[config.mk]
export PLATFORM = sky130hd
export DESIGN_NAME = reset_boot_pll_loader
export DESIGN_NICKNAME = d
export VERILOG_FILES = /design/src/rtl/boot_pkg.sv /design/src/rtl/boot_byte_if.sv /design/src/rtl/crc32_byte.sv /design/src/rtl/reset_boot_pll_loader.sv
export SDC_FILE = /design/constraint.sdc
export NUM_CORES = 1
export LEC_CHECK = 0
export BUFFER_PORTS_ARGS = -buffer_cell sky130_fd_sc_hd__buf_2
export CORE_MARGIN = 2
export CORE_UTILIZATION = 45
export CTS_BUF_LIST = sky130_fd_sc_hd__clkbuf_16
export DETAILED_ROUTE_END_ITERATION = 16
export PLACE_DENSITY_LB_ADDON = 0.15
export SETUP_SLACK_MARGIN = 0.15
export SLEW_MARGIN = 10
export SYNTH_ARGS = -nofsm -noshare
export SYNTH_HDL_FRONTEND = slang
export SYNTH_SLANG_ARGS = --single-unit
[constraint.sdc]
create_clock -name clk -period 9.6 [get_ports clk]
set_input_delay 1.92 -clock clk [delete_from_list [all_inputs] [get_ports clk]]
set_output_delay 1.92 -clock clk [all_outputs]
set_load 0.1 [all_outputs]
[src/rtl/boot_pkg.sv]
package boot_pkg;
  localparam int unsigned CLK_HZ           = 100_000_000;
  localparam int unsigned RESET_WAIT_CLKS  = 750_000;
  localparam logic [31:0] CRC_POLY         = 32'hEDB8_8320;
  localparam logic [31:0] CRC_INIT         = 32'hFFFF_FFFF;
  localparam logic [31:0] CRC_SKIP         = 32'h0D15_AB1E;
  localparam int unsigned SECURE_BOOT_BIT  = 5;
  localparam int unsigned SPI_HALF_CLKS    = 20;
  localparam logic [7:0]  SPI_READ_CMD     = 8'h03;
  localparam int unsigned SPI_HDR_BITS     = 32;
  localparam int unsigned RAM_AW           = 12;
  localparam logic [2:0]  OUT_DIV_R00      = 3'h1;
  localparam logic [11:0] F_R00            = 12'h07A;
  localparam logic [2:0]  OUT_DIV_R11      = 3'h2;
  localparam logic [11:0] F_R11            = 12'h077;
  localparam logic [2:0]  OUT_DIV_R10      = 3'h2;
  localparam logic [11:0] F_R10            = 12'h031;
  localparam logic [2:0]  OUT_DIV_R01      = 3'h2;
  localparam logic [11:0] F_R01            = 12'h017;
  localparam logic [5:0]  R_RESET          = 6'h00;

  typedef enum logic [1:0] {
    SRC_JTAG, SRC_RESERVED, SRC_LINK, SRC_SPI
  } boot_src_e;
endpackage

[src/rtl/boot_byte_if.sv]
interface boot_byte_if;
  logic       valid;
  logic [7:0] data;
  logic       clear;
  logic [31:0] crc;
  modport loader (output valid, output data, output clear, input crc);
  modport engine (input valid, input data, input clear, output crc);
endinterface

[src/rtl/crc32_byte.sv]
module crc32_byte
  import boot_pkg::*;
(
  input wire logic clk,
  input wire logic rst,
  boot_byte_if.engine bus
);
  typedef struct packed {
    logic [31:0] crc;
  } crc_state_s;

  crc_state_s st_ff;
  crc_state_s nxt_st;

  always_comb begin
    logic [31:0] c;
    c = st_ff.crc;
    nxt_st = st_ff;
    if (bus.clear) begin
      nxt_st.crc = CRC_INIT;
    end else if (bus.valid) begin
      c = c ^ {24'h00_0000, bus.data};
      for (int i = 0; i < 8; i++) begin
        c = c[0] ? ((c >> 1) ^ CRC_POLY) : (c >> 1);
      end
      nxt_st.crc = c;
    end
  end

  always_ff @(posedge clk or posedge rst) begin
    if (rst) begin
      st_ff <= '{crc: CRC_INIT};
    end else begin
      st_ff <= nxt_st;
    end
  end

  assign bus.crc = ~st_ff.crc;
endmodule

[src/rtl/reset_boot_pll_loader.sv]
// Function
// - hold reset, pins hi-z while reset low
// - wait 750000 clocks, then pulls, boot
// - straps 3:2 pick jtag/reserved/link/spi
// - secure bit 5 forces otp boot
// - image is size, words, crc; skip value
// - size and crc least byte first
// - load from address zero, start there
// - crc covers size and program bytes
// - reflected edb88320, init all ones, invert
// - pll ratio straps set divider, multiplier
// - tile clock from multiplier and dividers
// - software may rewrite pll fields
// - source strap picks resonator or 20mhz
// - spi master mode 0, read at 0
// - spi bytes arrive least bit first
module reset_boot_pll_loader
  import boot_pkg::*;
#(
  // post-reset wait length; a bench may shorten it to keep runs brief
  parameter int unsigned WAIT_CLKS = RESET_WAIT_CLKS
)
(
  input  wire logic        clk,
  input  wire logic        rst,
  input  wire logic        chip_reset_n,
  input  wire logic        pll_ratio_strap_lo,
  input  wire logic        pll_ratio_strap_hi,
  input  wire logic [1:0]  boot_source_straps,
  input  wire logic        oscillator_source_strap,
  input  wire logic [31:0] security_reg,
  input  wire logic        pll_wr,
  input  wire logic [2:0]  pll_wr_output_divider,
  input  wire logic [11:0] pll_wr_feedback_multiplier,
  input  wire logic [5:0]  pll_wr_reference_divider,
  input  wire logic        ext_byte_valid,
  input  wire logic [7:0]  ext_byte_data,
  input  wire logic        spi_miso,
  output logic             spi_sclk,
  output logic             spi_ss_n,
  output logic             spi_mosi,
  output logic             gpio_hiz,
  output logic             gpio_pull_en,
  output logic             use_onchip_osc,
  output logic [2:0]       output_divider,
  output logic [11:0]      feedback_multiplier,
  output logic [5:0]       reference_divider,
  output logic [1:0]       boot_source,
  output logic             ram_we,
  output logic [11:0]      ram_addr,
  output logic [31:0]      ram_wdata,
  output logic             boot_done,
  output logic             boot_halted,
  output logic             crc_error,
  output logic [11:0]      start_addr
);
  typedef enum logic [2:0] {
    ST_RESET, ST_WAIT, ST_DECIDE, ST_LOAD, ST_JUMP, ST_HALT, ST_IDLE
  } phase_e;

  typedef struct packed {
    phase_e      phase;
    logic [19:0] cnt;
    logic        hiz;
    logic        pulls;
    logic        onchip;
    logic [2:0]  out_div;
    logic [11:0] f;
    logic [5:0]  r;
    logic [1:0]  src;
    logic [1:0]  bidx;
    logic [1:0]  part;
    logic [31:0] word;
    logic [31:0] size;
    logic [31:0] left;
    logic [11:0] addr;
    logic        we;
    logic [31:0] wdata;
    logic        done;
    logic        halted;
    logic        err;
    logic        sclk;
    logic        ss_n;
    logic        mosi;
    logic [5:0]  half;
    logic [5:0]  hdr;
    logic [2:0]  bit_i;
    logic [7:0]  sh;
  } loader_s;

  localparam logic [1:0] PART_SIZE = 2'h0;
  localparam logic [1:0] PART_PROG = 2'h1;
  localparam logic [1:0] PART_CRC  = 2'h2;
  localparam logic [31:0] SPI_HDR  = {SPI_READ_CMD, 24'h00_0000};

  loader_s st_ff;
  loader_s nxt_st;
  logic    byte_v;
  logic [7:0] byte_d;

  boot_byte_if crc_bus ();

  crc32_byte u_crc (
    .clk (clk),
    .rst (rst),
    .bus (crc_bus.engine)
  );

  // byte source: spi shifter or link byte stream
  always_comb begin
    byte_v = 1'b0;
    byte_d = 8'h00;
    if (st_ff.phase == ST_LOAD) begin
      if (st_ff.src == SRC_SPI) begin
        byte_v = st_ff.hdr == 6'd0 && st_ff.half == 6'd0 && st_ff.sclk
                 && st_ff.bit_i == 3'd7;
        byte_d = {spi_miso, st_ff.sh[7:1]};
      end else begin
        byte_v = ext_byte_valid;
        byte_d = ext_byte_data;
      end
    end
  end

  // crc sees size and program bytes only
  assign crc_bus.valid = byte_v && st_ff.part != PART_CRC;
  assign crc_bus.data  = byte_d;
  assign crc_bus.clear = st_ff.phase == ST_DECIDE;

  always_comb begin
    logic [31:0] w;
    w = {byte_d, st_ff.word[31:8]};
    nxt_st = st_ff;
    nxt_st.we = 1'b0;
    if (!chip_reset_n) begin
      nxt_st.phase = ST_RESET;
      nxt_st.hiz   = 1'b1;
      nxt_st.pulls = 1'b0;
      nxt_st.cnt   = 20'd0;
      nxt_st.ss_n  = 1'b1;
      nxt_st.sclk  = 1'b0;
      nxt_st.mosi  = 1'b0;
      // a new boot must not inherit the verdict of the last one
      nxt_st.done   = 1'b0;
      nxt_st.halted = 1'b0;
      nxt_st.err    = 1'b0;
    end else begin
      case (st_ff.phase)
        ST_RESET: begin
          nxt_st.phase = ST_WAIT;
          nxt_st.cnt   = 20'd0;
        end
        ST_WAIT: begin
          nxt_st.cnt = st_ff.cnt + 20'd1;
          if (st_ff.cnt == 20'(WAIT_CLKS - 1)) begin
            nxt_st.phase  = ST_DECIDE;
            nxt_st.hiz    = 1'b0;
            nxt_st.pulls  = 1'b1;
            nxt_st.onchip = oscillator_source_strap;
            nxt_st.r      = R_RESET;
            case ({pll_ratio_strap_hi, pll_ratio_strap_lo})
              2'b00: begin
                nxt_st.out_div = OUT_DIV_R00;
                nxt_st.f       = F_R00;
              end
              2'b11: begin
                nxt_st.out_div = OUT_DIV_R11;
                nxt_st.f       = F_R11;
              end
              2'b10: begin
                nxt_st.out_div = OUT_DIV_R10;
                nxt_st.f       = F_R10;
              end
              default: begin
                nxt_st.out_div = OUT_DIV_R01;
                nxt_st.f       = F_R01;
              end
            endcase
          end
        end
        ST_DECIDE: begin
          nxt_st.part = PART_SIZE;
          nxt_st.bidx = 2'd0;
          nxt_st.addr = 12'h000;
          if (security_reg[SECURE_BOOT_BIT]) begin
            nxt_st.src   = SRC_LINK;
            nxt_st.phase = ST_LOAD;
          end else begin
            nxt_st.src = boot_source_straps;
            if (boot_source_straps == SRC_LINK || boot_source_straps == SRC_SPI) begin
              nxt_st.phase = ST_LOAD;
            end else begin
              nxt_st.phase = ST_IDLE;
            end
          end
          nxt_st.ss_n  = !(boot_source_straps == SRC_SPI && !security_reg[SECURE_BOOT_BIT]);
          nxt_st.hdr   = 6'(SPI_HDR_BITS);
          nxt_st.half  = 6'(SPI_HALF_CLKS - 1);
          nxt_st.mosi  = SPI_HDR[31];
          nxt_st.bit_i = 3'd0;
        end
        ST_LOAD: begin
          if (st_ff.src == SRC_SPI) begin
            // mode 0: mosi set on falling, miso sampled at the same falling edge
            if (st_ff.half == 6'd0) begin
              nxt_st.half = 6'(SPI_HALF_CLKS - 1);
              nxt_st.sclk = !st_ff.sclk;
              if (st_ff.sclk) begin
                if (st_ff.hdr != 6'd0) begin
                  nxt_st.hdr  = st_ff.hdr - 6'd1;
                  nxt_st.mosi = st_ff.hdr > 6'd1 ? SPI_HDR[5'(st_ff.hdr - 6'd2)] : 1'b0;
                end else begin
                  nxt_st.sh    = {spi_miso, st_ff.sh[7:1]};
                  nxt_st.bit_i = st_ff.bit_i + 3'd1;
                end
              end
            end else begin
              nxt_st.half = st_ff.half - 6'd1;
            end
          end
          if (byte_v) begin
            nxt_st.word = w;
            nxt_st.bidx = st_ff.bidx + 2'd1;
            if (st_ff.bidx == 2'd3) begin
              case (st_ff.part)
                PART_SIZE: begin
                  nxt_st.size = w;
                  nxt_st.left = w;
                  nxt_st.part = w == 32'h0000_0000 ? PART_CRC : PART_PROG;
                end
                PART_PROG: begin
                  nxt_st.we    = 1'b1;
                  nxt_st.wdata = w;
                  nxt_st.left  = st_ff.left - 32'd1;
                  if (st_ff.left == 32'd1) begin
                    nxt_st.part = PART_CRC;
                  end
                end
                default: begin
                  nxt_st.ss_n  = 1'b1;
                  nxt_st.sclk  = 1'b0;
                  if (w == CRC_SKIP || w == crc_bus.crc) begin
                    nxt_st.phase = ST_JUMP;
                  end else begin
                    nxt_st.phase = ST_HALT;
                    nxt_st.err   = 1'b1;
                  end
                end
              endcase
            end
          end
          if (st_ff.we) begin
            nxt_st.addr = st_ff.addr + 12'h001;
          end
        end
        ST_JUMP: begin
          nxt_st.done = 1'b1;
        end
        ST_HALT: begin
          nxt_st.halted = 1'b1;
        end
        ST_IDLE: begin
          nxt_st.halted = 1'b0;
        end
        default: begin
          nxt_st.phase = ST_RESET;
        end
      endcase
      if (pll_wr && st_ff.phase != ST_RESET && st_ff.phase != ST_WAIT) begin
        nxt_st.out_div = pll_wr_output_divider;
        nxt_st.f  = pll_wr_feedback_multiplier;
        nxt_st.r  = pll_wr_reference_divider;
      end
    end
  end

  always_ff @(posedge clk or posedge rst) begin
    if (rst) begin
      st_ff <= '{phase: ST_RESET, hiz: 1'b1, ss_n: 1'b1, default: '0};
    end else begin
      st_ff <= nxt_st;
    end
  end

  assign gpio_hiz            = st_ff.hiz;
  assign gpio_pull_en        = st_ff.pulls;
  assign use_onchip_osc      = st_ff.onchip;
  // tile clock = osc * (mult+1)/2 / (ref_div+1) / (out_div+1), built by the analog pll
  assign output_divider      = st_ff.out_div;
  assign feedback_multiplier = st_ff.f;
  assign reference_divider   = st_ff.r;
  assign boot_source         = st_ff.src;
  assign ram_we              = st_ff.we;
  assign ram_addr            = st_ff.addr;
  assign ram_wdata           = st_ff.wdata;
  assign boot_done           = st_ff.done;
  assign boot_halted         = st_ff.halted;
  assign crc_error           = st_ff.err;
  assign start_addr          = 12'h000;
  assign spi_sclk            = st_ff.sclk;
  assign spi_ss_n            = st_ff.ss_n;
  assign spi_mosi            = st_ff.mosi;
endmodule

==> flow_summary.yaml <==
die:
  floorplan.die_area_um2: 28500
  num_rows: 60
  die_h_um: 169
  core_region_area_um2: 26800
  io_pins: 161
  die_x_um: 169
  initial_utilization: 0.456
drt:
  drt_iter0_markers: 624
  route.detailed.drc: 0
  wire_per_inst_um: 17.8
  route.detailed.vias_per_inst: 5.53
  route.vias.total: 9542
  detailedRoute.firstPassIterationCount: 5
  antenna_violating_nets_post_route: 0
  aggregate_routed_wire_length_um: 30800
finish:
  syn_to_final_growth_pct: 9.58
  fin_nets: 1454
  final_core_utilization: 0.500
  post-route-cell-area_um2: 13400
  drive_above_1_share: 0.167
  n_antenna_cell: 0
logic_synthesis:
  post_synth_num_cell_types: 67
  yosysWarningCount: 0
  syn_area_um2: 12200
  seq_area_frac_synth: 0.442
  postSynthAreaPerCell_um2: 9.04
  synth_cells: 1352
  synth_edf_count: 0
  synth_top_flop_cell: "sky130_fd_sc_hd__dfrtp_1"
  synth.ff_latch_count: 214
  synth_async_sr_flop_share: 1.00
timing:
  final_max_slew_viol_count: 0
  fmax_mhz: 260
  final.min_clock_period_ns: 3.85
  worst_slew_margin_rel: 0.267
  min_period_over_period: 0.401
  finalSetupTns_ns: 0
  whs_ns: 0.466
  rsz0062_at_grt: "no"
  final_hold_viol_count: 0
  timing_worst_slew_pin_value_ns: 1.10
  setup_viol_count_final: 0
  clock_skew_ns: 0.0147
setup_path:
  crit_path_end_kind: "flop"
  cp.required_ns: 10.06
  data_arrival_time_of_the_critical_path_ns: 4.31
  ff2ff_setup_slack_ns: 6.17
  setup.worst_path.class: "primary input to flop"
  timing.critical_path.from_type: "primary input"
  cp_max_fo: 5
clocking:
  number_of_hold_repair_buffers_added_at_the_cts_stage: 0
  htree_levels: 1
  cts.repair.resized: 0
  clock_pin_transition_on_the_worst_setup_and_hold_timing_paths_ns: 0.06
  cts_buffers: 25
  cts_root_buffer: "sky130_fd_sc_hd__clkbuf_16"
  cts_setup_buffers: 0
  ctsLongestPathBuffers: 3
  numClockSinks: 214
  clkLatencyLatePin_ns: 0.52
  clock_tree_from_tritoncts: "built"
placed_design:
  portBuffers: 117
  dp.final_hpwl_um: 20600
  routabilityCongestion: 0.815
  post_dp_cell_area_um2: 12500
pwr:
  power.density_nw_per_um2: 179
  cellInternalPower_mw: 1.74
  maximum_resistive_drop_on_vdd_mv: 0.156
  clkPwrFrac: 0.435
  power.share.combinational: 0.152
  switchingPower_mw: 0.656
  sw_frac_of_total: 0.274
  report.power.total_mw: 2.40
  power_frac_seq: 0.414
  p_leak_nw: 6.11
grt:
  gr-usage-all-layers: 0.216
  grt_start_max_net_pins: 137
  number_of_global_route_vias_before_repair: 9107
  grt_pass1_wl_um: 49600
  grt_antenna_before_repair: 0
  gr_overflow_total: 0
min_path:
  timing.hold.worst.class: "flop to flop"
outcome:
  outcome: "finished clean"
job:
  maxCapViolations: 0
==> critical path, stage by stage <==
cell and delay [ns]:
sky130_fd_sc_hd__buf_2 0.12, sky130_fd_sc_hd__a21boi_0 0.15, sky130_fd_sc_hd__o21a_1 0.35, sky130_fd_sc_hd__xnor2_1 0.62
sky130_fd_sc_hd__xnor2_1 0.25, sky130_fd_sc_hd__xor2_1 0.52, sky130_fd_sc_hd__xnor2_1 0.20, sky130_fd_sc_hd__a21oi_1 0.17
==> state kept, by name, indices dropped and copies added (netlist names), 2 cells and up <==
signal               flops
st_ff                  105
boot_source              2
reference_divider        6
u_crc.st_ff             32
output_divider           3
ram_wdata               32
ram_addr                12
feedback_multiplier     12
==> power groups by stage <==
stage | logic, mW | clock network, mW | registers [mW]
floorplan | 0.319 | 0 | 0.992
global placement | 0.361 | 0 | 1.01
detailed placement | 0.364 | 0 | 1.01
CTS | 0.366 | 1.07 | 0.991
global route | 0.394 | 1.10 | 0.995
finish | 0.363 | 1.04 | 0.991
==> cell families after synthesis <==
kind of cell               after synthesis  share of synthesized area
AOI/OAI and AO/OA                      301                      0.145
DFF                                    214                      0.442
adders and majority gates               15                     0.0154
and+or+nand+nor                        475                      0.184
other                                    1                   0.000307
muxes                                   44                     0.0403
buffers and inverters                  176                     0.0801
xor gates and xnor gates               126                     0.0938
==> stage by stage <==
step / std cells / setup WS [ns]
2_1_floorplan: 1363 / 1.89
3_3_place_gp: 1681 / 5.19
3_5_place_dp: 1681 / 5.21
4_1_cts: 1726 / 5.72
5_1_grt: 1726 / 5.62
6_report: 1726 / 5.75
==> layout make-up <==
cell class              count  area, um2
flip-flops and latches    214       5400
well taps                 341        427
multi-input cells         973       5900
clock buffers              25        626
inverters                  23       93.8
repair buffers            130        683
fillers                  2527      13400
clock inverters            20        270
==> cells in the mapped netlist (16+ instances only) <==
cell,count,area share
sky130_fd_sc_hd__dfrtp_1,180,0.37
sky130_fd_sc_hd__nand2_1,178,0.055
sky130_fd_sc_hd__a21oi_1,116,0.047
sky130_fd_sc_hd__nor2_1,93,0.029
sky130_fd_sc_hd__o21ai_0,93,0.038
sky130_fd_sc_hd__buf_4,81,0.050
sky130_fd_sc_hd__xnor2_1,72,0.052
sky130_fd_sc_hd__clkbuf_1,59,0.018
sky130_fd_sc_hd__xor2_1,51,0.037
sky130_fd_sc_hd__nor3_1,49,0.020
sky130_fd_sc_hd__nand3_1,41,0.017
sky130_fd_sc_hd__dfstp_2,34,0.073
sky130_fd_sc_hd__mux2_1,27,0.025
sky130_fd_sc_hd__inv_1,23,0.0071
sky130_fd_sc_hd__nand4_1,21,0.011
sky130_fd_sc_hd__nor4_1,20,0.010
sky130_fd_sc_hd__or3_1,16,0.0082
==> final timing paths <==
kind / from / cells past startpoint / end
max in group asynchronous: rst / 3 / ram_wdata[7]$_DFFE_PP0P_
setup / recovery: ext_byte_data[2] / 8 / u_crc.st_ff[25]$_DFFE_PP1P_
setup reg to reg: st_ff[20]$_DFFE_PP0P_ / 7 / ram_wdata[12]$_DFFE_PP0P_
hold reg to reg: gpio_hiz$_DFFE_PP1P_ / 2 / gpio_hiz$_DFFE_PP1P_
min in group asynchronous: rst / 2 / feedback_multiplier[8]$_DFFE_PP0P_
hold / removal: gpio_hiz$_DFFE_PP1P_ / 2 / gpio_hiz$_DFFE_PP1P_
==> cell usage in the layout (no fill, tap or decap), types with 5 or more instances in the layout <==
| cell | synthesis | routed |
|---|---|---|
| sky130_fd_sc_hd__a21bo_2 | 5 | 5 |
| sky130_fd_sc_hd__a21boi_0 | 8 | 8 |
| sky130_fd_sc_hd__a21o_1 | 5 | 5 |
| sky130_fd_sc_hd__a21oi_1 | 116 | 116 |
| sky130_fd_sc_hd__a22o_1 | 5 | 5 |
| sky130_fd_sc_hd__a22oi_1 | 8 | 8 |
| sky130_fd_sc_hd__a31oi_1 | 10 | 10 |
| sky130_fd_sc_hd__and2_1 | 6 | 6 |
| sky130_fd_sc_hd__and3_1 | 11 | 11 |
| sky130_fd_sc_hd__buf_2 | 12 | 117 |
| sky130_fd_sc_hd__buf_4 | 81 | 13 |
| sky130_fd_sc_hd__bufinv_16 | 0 | 7 |
| sky130_fd_sc_hd__clkbuf_16 | 0 | 25 |
| sky130_fd_sc_hd__clkinv_2 | 0 | 6 |
| sky130_fd_sc_hd__conb_1 | 1 | 12 |
| sky130_fd_sc_hd__dfrtp_1 | 180 | 180 |
| sky130_fd_sc_hd__dfstp_2 | 34 | 34 |
| sky130_fd_sc_hd__ha_1 | 15 | 15 |
| sky130_fd_sc_hd__inv_1 | 23 | 24 |
| sky130_fd_sc_hd__mux2_1 | 27 | 27 |
| sky130_fd_sc_hd__mux2_2 | 15 | 15 |
| sky130_fd_sc_hd__nand2_1 | 178 | 178 |
| sky130_fd_sc_hd__nand2b_1 | 10 | 10 |
| sky130_fd_sc_hd__nand3_1 | 41 | 41 |
| sky130_fd_sc_hd__nand4_1 | 21 | 21 |
| sky130_fd_sc_hd__nor2_1 | 93 | 92 |
| sky130_fd_sc_hd__nor3_1 | 49 | 49 |
| sky130_fd_sc_hd__nor3b_1 | 6 | 6 |
| sky130_fd_sc_hd__nor4_1 | 20 | 20 |
| sky130_fd_sc_hd__o211ai_1 | 7 | 7 |
| sky130_fd_sc_hd__o21a_1 | 5 | 5 |
| sky130_fd_sc_hd__o21ai_0 | 93 | 93 |
| sky130_fd_sc_hd__o22ai_1 | 6 | 6 |
| sky130_fd_sc_hd__o2bb2ai_1 | 6 | 6 |
| sky130_fd_sc_hd__or3_1 | 16 | 16 |
| sky130_fd_sc_hd__xnor2_1 | 72 | 72 |
| sky130_fd_sc_hd__xor2_1 | 51 | 51 |
==> routing by layer <==
layer  share of wire  up-vias  GRT usage
li1                -     4645          -
met1            0.47     4577      0.307
met3           0.051       53     0.0323
met2            0.45      267      0.344
met5               0        -          0
met4           0.027        0     0.0588
Power figures use the tool's default switching activity.
